File: src/pad_resistor_pkg.sv
// Constants and carrier types for the pad resistor control register bank
package pad_resistor_pkg;

	// ---------------------------------------------------------------
	// Register map in the external data space
	// ---------------------------------------------------------------
	localparam logic [15:0] FUNC_CFG_ADDR   = 16'hF08E;
	localparam logic [15:0] ATA_SEL_ADDR    = 16'hF08F;
	localparam logic [7:0]  FUNC_CFG_RST    = 8'h00;
	localparam logic [7:0]  ATA_SEL_RST     = 8'h00;
	localparam logic [7:0]  ATA_SEL_WMASK   = 8'h7F;
	localparam logic [7:0]  UNMAPPED_RDATA  = 8'h00;

	// ---------------------------------------------------------------
	// Functional pin register fields
	// ---------------------------------------------------------------
	localparam int INTRQ_PU_SEL_BIT   = 0;
	localparam int INTRQ_OFF_BIT      = 1;
	localparam int IORDY_PU_SEL_BIT   = 2;
	localparam int IORDY_OFF_BIT      = 3;
	localparam int DMARQ_PD_OFF_BIT   = 4;
	localparam int DATA_PD_OFF_BIT    = 5;
	localparam int VBUS_PD_OFF_BIT    = 6;
	localparam int DD7_PD_OFF_BIT     = 7;

	// ---------------------------------------------------------------
	// ATA output select register fields
	// ---------------------------------------------------------------
	localparam int ATA_OUT_PINS       = 7;
	localparam int CS0_SEL_BIT        = 0;
	localparam int CS1_SEL_BIT        = 1;
	localparam int DEV_ADDR_SEL_BIT   = 2;
	localparam int DMACK_SEL_BIT      = 3;
	localparam int DIOR_SEL_BIT       = 4;
	localparam int DIOW_SEL_BIT       = 5;
	localparam int ATA_RESET_SEL_BIT  = 6;
	localparam int ATA_SEL_RSV_BIT    = 7;
	localparam logic [ATA_OUT_PINS-1:0] ATA_ALL_PINS = 7'h7F;
	localparam logic [ATA_OUT_PINS-1:0] ATA_NO_PINS  = 7'h00;

	// ---------------------------------------------------------------
	// Carriers
	// ---------------------------------------------------------------
	typedef struct packed {
		logic [15:0] addr;
		logic [7:0]  wdata;
		logic        wr;
		logic        rd;
	} external_data_space_req_s;

	typedef struct packed {
		logic pu_en;
		logic pd_en;
	} pad_res_s;

	typedef struct packed {
		logic [ATA_OUT_PINS-1:0] pu_en;
		logic [ATA_OUT_PINS-1:0] pd_en;
	} ata_out_res_s;

endpackage : pad_resistor_pkg

File: src/pad_resistor_control_regs.sv
// Pad pullup/pulldown control registers written by the embedded microcontroller
//
// How it works
// - Functional bit 0 selects INTRQ pullup when 1, pulldown when 0; resets 0.
// - Functional bit 1 set turns both INTRQ resistors off; clear enables selected one.
// - Functional bit 2 selects IORDY pullup when 1, pulldown when 0; resets 0.
// - Functional bit 3 set turns both IORDY resistors off; clear enables selected one.
// - Functional bit 4 set disconnects DMARQ pulldown; clear connects it; resets connected.
// - Functional bit 5 set disconnects data bus pulldowns except DD7; clear connects.
// - Functional bit 6 set disconnects VBUS pulldown; clear connects; resets connected.
// - Functional bit 7 controls DD7 pulldown alone; set disconnects; resets connected.
// - Each ATA select bit 0 to 6: 1 enables pullup only, 0 enables pulldown only.
// - Select bits map CS0, CS1, DA lines, DMACK, DIOR, DIOW, ATA reset.
// - ATA select bit 7 is reserved, read-only and reads 0.
// - Setting the ATA hard-reset bit clears select bit 6 to pulldown.
// - After power-up every ATA output pin has pulldown on, pullup off.
// - Power-down bit 1 disables both resistors; 0 enables the selected one.
`timescale 1ns/1ps

module pad_resistor_control_regs
	import pad_resistor_pkg::*;
(
	input  wire logic                    ref_clk,
	input  wire logic                    rst,
	input  wire logic                    clk_en,
	input  wire external_data_space_req_s              external_data_space_req,
	output logic [7:0]                   external_data_space_rdata,
	input  wire logic                    ata_hard_reset_request,
	input  wire logic [ATA_OUT_PINS-1:0] ata_output_resistor_powerdown,
	output pad_res_s                     intrq_res,
	output pad_res_s                     iordy_res,
	output logic                         dmarq_pd_en,
	output logic                         data_bus_pd_en,
	output logic                         vbus_pd_en,
	output logic                         data_bit7_pd_en,
	output ata_out_res_s                 ata_out_res
);

	// ---------------------------------------------------------------
	// Address decode
	// ---------------------------------------------------------------
	logic                    func_hit;
	logic                    sel_hit;
	logic [7:0]              func_cfg_q;
	logic [7:0]              ata_sel_q;
	logic [7:0]              ata_sel_d;
	logic [ATA_OUT_PINS-1:0] wdata_pins;

	assign func_hit   = external_data_space_req.addr == FUNC_CFG_ADDR;
	assign sel_hit    = external_data_space_req.addr == ATA_SEL_ADDR;
	assign wdata_pins = external_data_space_req.wdata[ATA_OUT_PINS-1:0];

	// ---------------------------------------------------------------
	// Functional pin register
	// ---------------------------------------------------------------
	always_ff @(posedge ref_clk or posedge rst) begin
		if (rst) begin
			func_cfg_q <= FUNC_CFG_RST;
		end else if (clk_en && external_data_space_req.wr && func_hit) begin
			func_cfg_q <= external_data_space_req.wdata;
		end
	end

	// ---------------------------------------------------------------
	// ATA output select register
	// ---------------------------------------------------------------
	// Hard reset beats a same-cycle write so the reset line never floats high
	always_comb begin
		ata_sel_d = ata_sel_q;
		if (external_data_space_req.wr && sel_hit) begin
			ata_sel_d = external_data_space_req.wdata & ATA_SEL_WMASK;
		end
		if (ata_hard_reset_request) begin
			ata_sel_d[ATA_RESET_SEL_BIT] = 1'b0;
		end
	end

	always_ff @(posedge ref_clk or posedge rst) begin
		if (rst) begin
			ata_sel_q <= ATA_SEL_RST;
		end else if (clk_en) begin
			ata_sel_q <= ata_sel_d;
		end
	end

	// ---------------------------------------------------------------
	// Read path
	// ---------------------------------------------------------------
	always_ff @(posedge ref_clk or posedge rst) begin
		if (rst) begin
			external_data_space_rdata <= UNMAPPED_RDATA;
		end else if (clk_en && external_data_space_req.rd) begin
			if (func_hit) begin
				external_data_space_rdata <= func_cfg_q;
			end else if (sel_hit) begin
				external_data_space_rdata <= ata_sel_q & ATA_SEL_WMASK;
			end else begin
				external_data_space_rdata <= UNMAPPED_RDATA;
			end
		end
	end

	// ---------------------------------------------------------------
	// Selectable functional pads
	// ---------------------------------------------------------------
	// Registered so pad controls never glitch while a write lands
	always_ff @(posedge ref_clk or posedge rst) begin
		if (rst) begin
			intrq_res <= '{pu_en: 1'b0, pd_en: 1'b1};
			iordy_res <= '{pu_en: 1'b0, pd_en: 1'b1};
		end else if (clk_en) begin
			intrq_res.pu_en <= ~func_cfg_q[INTRQ_OFF_BIT] & func_cfg_q[INTRQ_PU_SEL_BIT];
			intrq_res.pd_en <= ~func_cfg_q[INTRQ_OFF_BIT] & ~func_cfg_q[INTRQ_PU_SEL_BIT];
			iordy_res.pu_en <= ~func_cfg_q[IORDY_OFF_BIT] & func_cfg_q[IORDY_PU_SEL_BIT];
			iordy_res.pd_en <= ~func_cfg_q[IORDY_OFF_BIT] & ~func_cfg_q[IORDY_PU_SEL_BIT];
		end
	end

	// ---------------------------------------------------------------
	// Pulldown-only pads
	// ---------------------------------------------------------------
	always_ff @(posedge ref_clk or posedge rst) begin
		if (rst) begin
			dmarq_pd_en     <= 1'b1;
			data_bus_pd_en  <= 1'b1;
			vbus_pd_en      <= 1'b1;
			data_bit7_pd_en <= 1'b1;
		end else if (clk_en) begin
			dmarq_pd_en     <= ~func_cfg_q[DMARQ_PD_OFF_BIT];
			data_bus_pd_en  <= ~func_cfg_q[DATA_PD_OFF_BIT];
			vbus_pd_en      <= ~func_cfg_q[VBUS_PD_OFF_BIT];
			data_bit7_pd_en <= ~func_cfg_q[DD7_PD_OFF_BIT];
		end
	end

	// ---------------------------------------------------------------
	// ATA output pads
	// ---------------------------------------------------------------
	// Index order CS0, CS1, DA lines (one bit), DMACK, DIOR, DIOW, reset output
	for (genvar i = 0; i < ATA_OUT_PINS; i++) begin : g_ata_pad
		always_ff @(posedge ref_clk or posedge rst) begin
			if (rst) begin
				ata_out_res.pu_en[i] <= 1'b0;
				ata_out_res.pd_en[i] <= 1'b1;
			end else if (clk_en) begin
				ata_out_res.pu_en[i] <= ~ata_output_resistor_powerdown[i] & ata_sel_q[i];
				ata_out_res.pd_en[i] <= ~ata_output_resistor_powerdown[i] & ~ata_sel_q[i];
			end
		end
	end
endmodule : pad_resistor_control_regs

File: config.mk
export PLATFORM = sky130hd
export DESIGN_NAME = pad_resistor_control_regs
export DESIGN_NICKNAME = d
export VERILOG_FILES = /design/src/pad_resistor_pkg.sv /design/src/pad_resistor_control_regs.sv
export SDC_FILE = /design/constraint.sdc
export NUM_CORES = 1
export LEC_CHECK = 0
export BUFFER_PORTS_ARGS = -buffer_cell sky130_fd_sc_hd__buf_2
export CORE_ASPECT_RATIO = 1.2
export CORE_UTILIZATION = 30
export CTS_BUF_LIST = sky130_fd_sc_hd__clkbuf_16
export DETAILED_ROUTE_END_ITERATION = 6
export HOLD_SLACK_MARGIN = 0.02
export PLACE_DENSITY = 0.62
export REMOVE_ABC_BUFFERS = 1
export SETUP_SLACK_MARGIN = 0.15
export SLEW_MARGIN = 20
export SYNTH_ARGS = -nofsm -noshare
export SYNTH_HDL_FRONTEND = slang
export SYNTH_SLANG_ARGS = --single-unit
File: constraint.sdc
create_clock -name ref_clk -period 1.59 [get_ports ref_clk]
set_input_delay 0.0795 -clock ref_clk [delete_from_list [all_inputs] [get_ports ref_clk]]
set_output_delay 0.0795 -clock ref_clk [all_outputs]
set_load 0.02 [all_outputs]
; After elaboration in Yosys (flattened, before gate mapping)
; Cells that the tools add are included.
[totals]
regBits = 45
latch_bits = 0
ram_bits = 0
romBits = 0
out_inout_bits = 30
elab_cells = 79
memories = 0
[op_classes]
addsub = 0
n_mul = 0
n_div = 0
magnitude_cmp = 0
n_eq_ne = 2
shift = 0
mux = 4
bitwise = 40
reduce_logical = 7
[ops]
columns = op, count
row1 = equality test 16 bit (second input constant), 2
row2 = inverter 1 bit, 22
row3 = AND 1 bit, 18
row4 = two-way mux 7 bit, 2
row5 = two-way mux 8 bit, 1
row6 = logical AND 1 bit, 4
row7 = AND reduction 2 bit, 2
row8 = nonzero test 2 bit, 1
row9 = two-way mux 1 bit, 1

; Longest topological paths before layout
; Gate-level depths: netlist of run 1.
[logic_depth]
word_depth = 4
depth_mapped = 5

; Least setup slack after synthesis of run 1
; No wires, ideal clock.
[synth_path]
kind = in2reg
from = in external_data_space_req[16] in the netlist's numbering
to = reg func_cfg_q[0]
arrival_ns = 1.196
required_time_ns = 1.465
path_slack_ns = 0.270
stages = 4
path_buffers = 0
cell_sequence = and4bb_2 > nand4_4 > nor3_4 > mux2_2
[synth_via]
elab_chain_len = 2
[synth_lines]
columns = item, line_no
row1 = from (decl), pad_resistor_control_regs.sv:26  ; input wire external_data_space_req_s external_data_space_req,
row2 = equality test 16 bit, pad_resistor_control_regs.sv:49  ; assign func_hit = external_data_space_req.addr == FUNC_CFG_ADDR;
row3 = logical AND 1 bit, pad_resistor_control_regs.sv:59  ; end else if (clk_en && external_data_space_req.wr && func_hit) begin
row4 = to (signal assigned), pad_resistor_control_regs.sv:60  ; func_cfg_q <= external_data_space_req.wdata;
row5 = to (decl), pad_resistor_control_regs.sv:44  ; logic [7:0] func_cfg_q;
; No other way between the ends.
; A chain may end at the register's enable or synchronous reset.

; Final worst setup path of run 1
[layout_path]
from = in external_data_space_req[16] in the netlist's numbering
to = reg func_cfg_q[6]
; Same word-level chain as after synthesis.

==> results of run 1 <==
## sequential cells by signal, summed over array words and instances, names as in the netlist, 2 cells and up
signal	count
external_data_space_rdata	8
iordy_res	2
ata_sel_q	7
ata_out_res	14
func_cfg_q	8
intrq_res	2
## power by group through the flow
stage	Combinational [uW]	Clock (uW)	Sequential (uW)
2_1_floorplan	57.1	0	1230
3_3_place_gp	185	0	1200
3_5_place_dp	187	0	1210
4_1_cts	203	1180	1180
5_1_grt	220	1220	1190
6_report	198	1140	1190
## how the worst max path moves through the flow
stage	slack, ps	endpoint	start
floorplan	270	func_cfg_q[0]	external_data_space_req[16]
global route	400	func_cfg_q[6]	external_data_space_req[16]
finish	450	func_cfg_q[6]	external_data_space_req[16]
detailed placement	160	func_cfg_q[6]	external_data_space_req[16]
global placement	170	func_cfg_q[5]	external_data_space_req[16]
CTS	440	func_cfg_q[6]	external_data_space_req[16]
## cell type report
cell class              count  area, sq um
inverters                  10         37.5
well taps                  82          103
flip-flops and latches     45         1140
fillers                   596         3490
repair buffers             79          460
clock buffers               5          125
multi-input cells          97          698
clock inverters             3         37.5
## critical path: cells and delay by family
| family | cells | cell delay, ps |
|---|---|---|
| and+or+nand+nor | 3 | 650 |
| buffers and inverters | 2 | 240 |
| muxes | 1 | 330 |
## logic make-up after synthesis
family | Yosys count
compound gates | 21
buf+inv | 16
flops | 45
mux | 31
simple gates | 45
## cells in the mapped netlist
master,count,area [sq um]
sky130_fd_sc_hd__inv_1,10,37.5
sky130_fd_sc_hd__dfstp_2,13,342
sky130_fd_sc_hd__and4bb_2,3,37.5
sky130_fd_sc_hd__nor2_2,1,6.26
sky130_fd_sc_hd__or2_2,1,6.26
sky130_fd_sc_hd__nand2_1,21,78.8
sky130_fd_sc_hd__nand4_4,1,21.3
sky130_fd_sc_hd__mux2_2,23,259
sky130_fd_sc_hd__dfrtp_1,32,801
sky130_fd_sc_hd__and3b_2,1,10.0
sky130_fd_sc_hd__a21oi_1,4,20.0
sky130_fd_sc_hd__nand2b_1,2,12.5
sky130_fd_sc_hd__buf_1,3,11.3
sky130_fd_sc_hd__o21ai_0,8,40.0
sky130_fd_sc_hd__buf_2,1,5.00
sky130_fd_sc_hd__clkbuf_1,1,3.75
sky130_fd_sc_hd__nor2_1,13,48.8
sky130_fd_sc_hd__nor3_4,1,16.3
sky130_fd_sc_hd__nand3_1,1,5.00
sky130_fd_sc_hd__o22ai_1,9,56.3
sky130_fd_sc_hd__clkbuf_2,1,5.00
sky130_fd_sc_hd__mux2i_1,8,80.1
## metrics by stage
stage / cell area [sq um] / total power, uW
floorplan: 1880 / 1290
global placement: 2360 / 1390
detailed placement: 2360 / 1390
CTS: 2600 / 2570
global route: 2600 / 2620
finish: 2600 / 2520
## metal layers
layer  global-route usage  vias up
met5                    0        -
met4               0.0412        0
met3               0.0451        4
met2                0.213       45
met1                0.168      673
li1                     -      704
## what timing repair did
action,CTS,global route
endpoints found under the hold margin,39,0
setup endpoints to repair,0,0
hold buffers,8,0
setup buffers,0,0
==> results.txt, run 1 <==
Setup violations remaining at the end of the flow were counted as 0. The count of maximum capacitance violations came out at 0. Setup total negative slack on the finished layout was measured at 0 ps. The reg2reg setup slack is 790 ps. The detailed-route vias per instance came out at 4.44. The critical path in this run is classified as input pin to register. The share of the synthesized netlist area taken by xor and xnor gates came out at 0. The path category of the worst min-delay check is input pin to register. The number of DRC markers in iteration 0 is 92. The post-synthesis simple-gate area fraction came out at 0.128. Of the total power, the clock network draws 0.452.

In this run, distinct cell masters in the synthesized netlist total 22. The gate count after technology mapping is 158. Once placement completed, the tool counted placed cells totaling 305. The total clock sinks is 45.

The total number of vias is 1426. After clock tree synthesis, the clock-pin slew on the worst setup and hold paths is 60 ps. The share of total power dissipated in sequential elements is 0.470.

The cell area power density is 969 mW/mm^2. The run finished with clean final reports. The logic gate share of total power came out at 0.079.

The horizontal extent of the die came out at 74.7 um. For this run, the slowest stage of the critical path takes 330 ps. The least setup slack across all paths after layout came out at 449 ps. The routed length on met3 came out at 303 um. The leftover overflow at the end of global routing is 0. STA classifies the critical path startpoint as an input pin. The worst hold path begins at external_data_space_req[2]. The worst setup skew after layout came out at 1.89 ps.

The number of nets at the end of the flow came out at 275. The wire length of the first global-routing pass came out at 6.37 mm. The cell count of the worst reg-to-reg path is 1. In the layout the commonest cells are sky130_fd_sc_hd__buf_2 (66), sky130_fd_sc_hd__dfrtp_1 (32), sky130_fd_sc_hd__mux2_2 (23). The switching share of total power came out at 0.209.

Clock latency on the worst-skew pair, taken at its later pin, is 280 ps. The count of nets left with antenna violations once routing finished came out at 0. The multiplexer area fraction after synthesis is 0.178. During placement, the flow inserted port buffers numbering 66.

The worst setup timing slack at the placement stage is 156 ps. The die footprint is 0.00667 sq mm. Walking the worst path, the cells encountered are buf_2, and4bb_2, nand4_4, nor3_4, buf_12, mux2_2. The starting utilization of the core area is 0.313. For this run, the register share of the synthesized area comes to 0.600. For the worst setup path, the data arrival time is 1300 ps. The worst vdd rail ir drop is 398 uV. The cell leakage power is 0.00126 uW. The largest net degree at the start of global routing is 46. The layout-stage area growth over the synthesis result came out at 36.8%. The total number of yosys warnings came out at 0.

After detailed routing, the wire length on met1 is 1.83 mm. In the finished design, the share of the clock period the worst path needs comes to 0.717. The worst hold path was traced through 2 stages. The leading cell type in the layout, fill and taps excluded is sky130_fd_sc_hd__buf_2. At the end of routability-driven placement, the weighted congestion stood at 0.659.

The detailed-routing iteration count for the pre-antenna-repair pass is 4. The end of the worst hold path is func_cfg_q[0]. The sum of net half-perimeters after detailed placement came out at 2.95 mm.

The post-detailed-route wirelength per cell is 13.3 um. The count of antenna diodes in the layout came out at 0. TritonCTS built the clock tree. The number of H-tree levels is 2. The routed design has 4.28 mm of wire. The number of hold violations in the final report is 0. The post-synthesis adder-cell area fraction came out at 0. The reported net switching power is 526 uW.

The post-route worst hold slack came out at 44.9 ps. The total global routing track utilization is 0.133. The peak clock frequency supported by timing came out at 877 MHz. The initial antenna violation count is 0. 67 I/O pins were placed. The nature of the critical path endpoint is a register.

In this run the critical register-to-register path is launched from func_cfg_q[6]. The site row count is 31. The residual DRC count came out at 0. The post-layout minimum cycle time is 1140 ps. The die is 89.3 um tall. After detailed routing, no signal wire sits above met4. The number of global-route vias before repair is 1310. The end-of-flow core utilization came out at 0.428. The data required time of the worst path came out at 1750 ps. Measured against its own limit, the worst slew margin works out to 0.623. In this run the critical register-to-register path is captured at func_cfg_q[6]. The netlist area before placement is 0.00190 sq mm. The number of register bits inferred by synthesis is 45. Among all stages on the critical path, the largest delay is contributed by sky130_fd_sc_hd__mux2_2.

The pin slew with the least headroom to its limit came out at 565 ps. The number of resized instances in the post-cts repair step is 0. The final-report max-slew violation count is 0. Setup repair after global routing left no endpoint under its margin. The final cell count without fillers is 321. The buffer levels on the longest clock path came out at 2. The core outline area is 0.00609 sq mm.

The main combinational cell family by area after synthesis is multiplexers. Of the cells placed in the final design, the portion with a size suffix greater than 1 is 0.510. The mean instance size in the synthesized netlist is 12.0 sq um. In the detailed route, the total length drawn on met2 is 2.11 mm. The worst-path maximum fanout came out at 8.

The total CTS buffers came out at 5. The internal cell power is 2000 uW. The compound-cell area share of the yosys netlist is 0.0611. The buffer cell driving the clock tree root is sky130_fd_sc_hd__clkbuf_16.
Power figures use the tool's default switching activity.
==> inputs of run 2 (changes only) <==
ABC_AREA = 1   (was unset)
PLACE_DENSITY = 0.63   (was 0.62)
clock period = 0.99 ns   (was 1.59 ns; I/O delays follow)
==> run 2 against run 1 <==
- the run now ends with negative setup slack left
- final area grew 23%
- first-iteration DRC count grew 33%
- cell count grew 29%
- largest power group unchanged
- hold slack lost 24 ps
- global-route usage grew 1.6 points
- clock power grew 35%
==> results.txt, run 2 <==
The cell leakage power came out at 0.00164 uW. The share of the synthesized area in the top cell type came out at 0.391. For this block, the routed nets add up to 5.15 mm of wire.

The post-placement cell count is 375. The signal on the critical path passes through buf_6. The nature of the critical path endpoint is an output port. The largest net degree at the start of global routing is 46. The number of fillers in the final layout came out at 615.

Across the run, the number of max-cap violations was 0. The post-layout minimum cycle time is 994 ps. The starting utilization of the core area is 0.314. The number of buffers and inverters on the critical path is 1. The number of flip-flops under the largest register name is 14. The flow ran to the end, but the final reports show violations. Across the VDD grid, the largest voltage drop is 651 uV.

The leftover overflow at the end of global routing is 0. The core outline area came out at 0.00653 sq mm. The largest single stage delay on the critical path is 550 ps. The tree is rooted in a sky130_fd_sc_hd__clkbuf_16. The I/O pin count is 67.

The global placement routability congestion came out at 0.765. The cell type group with the largest total delay on the critical path is flip-flops. Setup violations remaining at the end of the flow were counted as 1.

The count of antenna diodes in the layout came out at 0. The total CTS buffers is 5. CTS saw 45 sinks. The horizontal extent of the die is 77.5 um.

Ranked by instance count, the synthesized netlist is headed by sky130_fd_sc_hd__nand2_1 (78), sky130_fd_sc_hd__dfrtp_1 (32), sky130_fd_sc_hd__inv_1 (17), sky130_fd_sc_hd__dfstp_2 (13), sky130_fd_sc_hd__o21ai_0 (13). Synthesis handed over a netlist of 220 instances. The total area of sequential cells came out at 0.00114 sq mm. The final reports fail on negative setup slack. The share of async-settable or async-resettable flops after synthesis is 1.00. The H-tree was split into 2 levels. After floorplanning, the core was divided into 32 placement rows. The prevailing post-synth register cell is sky130_fd_sc_hd__dfrtp_1. The worst setup skew after layout came out at 2.67 ps. The clock tree from TritonCTS is yes. The critical path is of the register to output port type. The count of cell types in the netlist came out at 21.

The total number of yosys warnings came out at 0. The worst slew slack as a fraction of its limit came out at 0.832. The wire length of the first global-routing pass came out at 8.11 mm.

The final-report max-slew violation count came out at 0. For this run, the post-layout net count is 365. Across every metal layer, demand over resource in global routing totals 0.149. The pin slew with the least headroom to its limit came out at 252 ps.

In the post-synthesis netlist, the biggest area contributors are sky130_fd_sc_hd__dfrtp_1 (39%), sky130_fd_sc_hd__dfstp_2 (17%), sky130_fd_sc_hd__nand2_1 (14%). Summed over all failing endpoints, the final setup total negative slack is -3.80 ps. The clock transition at the register clock pins on the worst setup and hold paths after CTS came out at 60 ps.

The data required time of the worst path came out at 940 ps. The final critical-path share of the clock period is 1.00. The proportion of layout cells with a drive suffix above 1 is 0.445. The die covers 0.00717 sq mm.

The number of antenna-violating nets in the routed design is 0. The detailed-route vias per instance is 4.54. The cell area power density came out at 1250 mW/mm^2. Setup repair after global routing could not meet its margin everywhere.

The arrival time at the worst endpoint came out at 940 ps. The synthesized design contains 0 enable-type register cells. The number of hold violations in the final report is 0.

The netlist area before placement is 0.00205 sq mm. Yosys instantiated no cell more often than sky130_fd_sc_hd__nand2_1. The number of DRC markers in iteration 0 came out at 122. The mean instance size in the synthesized netlist came out at 9.32 sq um. Clock latency on the worst-skew pair, taken at its later pin, is 280 ps.

The final cell count without fillers is 413. The total number of vias came out at 1875. The area of the multi-input gates is 841 sq um. The worst-path maximum fanout is 2. The number of global-route vias before repair is 1739.

The initial antenna violation count came out at 0. The share of the Yosys chip area taken by registers is 0.557. The die boundary height came out at 92.5 um.

The tightest min-delay check is of the input pin to register type. The master of the slowest instance on the critical path is sky130_fd_sc_hd__dfstp_2. Port buffering added 66 buffers. The library cell used most frequently in the layout, excluding fill and tap cells, is sky130_fd_sc_hd__nand2_1. The residual DRC count is 0. Dividing the detail-routed wire length by the instance count gives 12.5 um.

Derived from the worst setup path, the maximum achievable clock frequency is 1010 MHz. The area growth from synthesis to layout is 56.2%. The least setup slack across all paths after layout is -3.80 ps. The detailed-routing iteration count for the pre-antenna-repair pass came out at 4.

The synthesized design spends more area on one cell type than any other, namely sky130_fd_sc_hd__dfrtp_1. The top cell types in the final layout, fill and taps aside, are sky130_fd_sc_hd__nand2_1 (73), sky130_fd_sc_hd__buf_2 (36), sky130_fd_sc_hd__dfrtp_1 (32). After legalization and detailed placement, the total HPWL measured 3.53 mm. The buffer levels on the longest clock path is 2.

The number of register bits inferred by synthesis is 45. The worst setup path is launched from a register.
[run 2: path summary, 6_finish.rpt]
path / from / end / slack (ps) / cells after the start
min: ata_hard_reset_request / ata_sel_q[6] / 20 / 4
min reg2reg: func_cfg_q[4] / dmarq_pd_en / 470 / 1
max reg2reg: ata_out_res[5] / ata_out_res[5] / 150 / 3
min in group asynchronous: rst / ata_out_res[9] / 350 / 4
max in group asynchronous: rst / ata_out_res[4] / 380 / 4
max: data_bus_pd_en / data_bus_pd_en / -4 / 1
[run 2: kinds of logic (layout without fill, tap and decap cells)]
kind of cell / after synthesis / after routing / share of synthesized area
compound gates: 32 / 32 / 0.105
buf+inv: 27 / 134 / 0.0580
flops: 45 / 45 / 0.557
simple gates: 116 / 117 / 0.280
[run 2: power breakdown]
| part | switching (uW) | total [uW] | internal, uW | leakage, uW |
|---|---|---|---|---|
| Sequential | 31.3 | 1950 | 1920 | 0.000584 |
| Clock | 636 | 1540 | 902 | 0.0000685 |
| Combinational | 264 | 526 | 262 | 0.000991 |
[run 2: worst min-delay path: cells and delay by family]
family,cells,cell delay (ps)
AND/OR/NAND/NOR,3,130
buffers and inverters,1,90
[run 2: per-layer routing]
| metal | share of wire | up-vias | global-route usage |
|---|---|---|---|
| met2 | 0.52 | 45 | 0.243 |
| met1 | 0.43 | 883 | 0.192 |
| met3 | 0.036 | 7 | 0.0296 |
| li1 | - | 940 | - |
| met5 | 0 | - | 0 |
| met4 | 0.015 | 0 | 0.0613 |
[run 2: layout make-up]
class | instances | share of cell area
sequential | 45 | 0.357
timing repair buffer | 107 | 0.283
multi-input combinational | 149 | 0.263
clock buffer | 5 | 0.0391
tap | 85 | 0.0332
inverter | 20 | 0.0234
clock inverter | 2 | 0.00234
[run 2: timing repair]
item                                    in CTS  in global routing
setup buffers                                7                  8
pin swaps                                    0                  2
gates resized for setup                     61                 13
endpoints found under the setup margin      30                 44
cloned                                       0                  1
hold buffers                                15                  0
hold endpoints to repair                    53                  0
[run 2: per-stage QoR]
stage	utilization	area (sq um)	hold slack (ps)	total power [uW]	setup WS, ps
floorplan	-	2010	113	2160	-97.4
global placement	0.393	2560	102	2360	-79.7
detailed placement	0.393	2560	105	2370	-112
CTS	0.473	3090	22.9	4010	-0.982
global route	0.491	3200	64.3	4160	-23.8
finish	0.491	3200	20.7	4010	-3.80
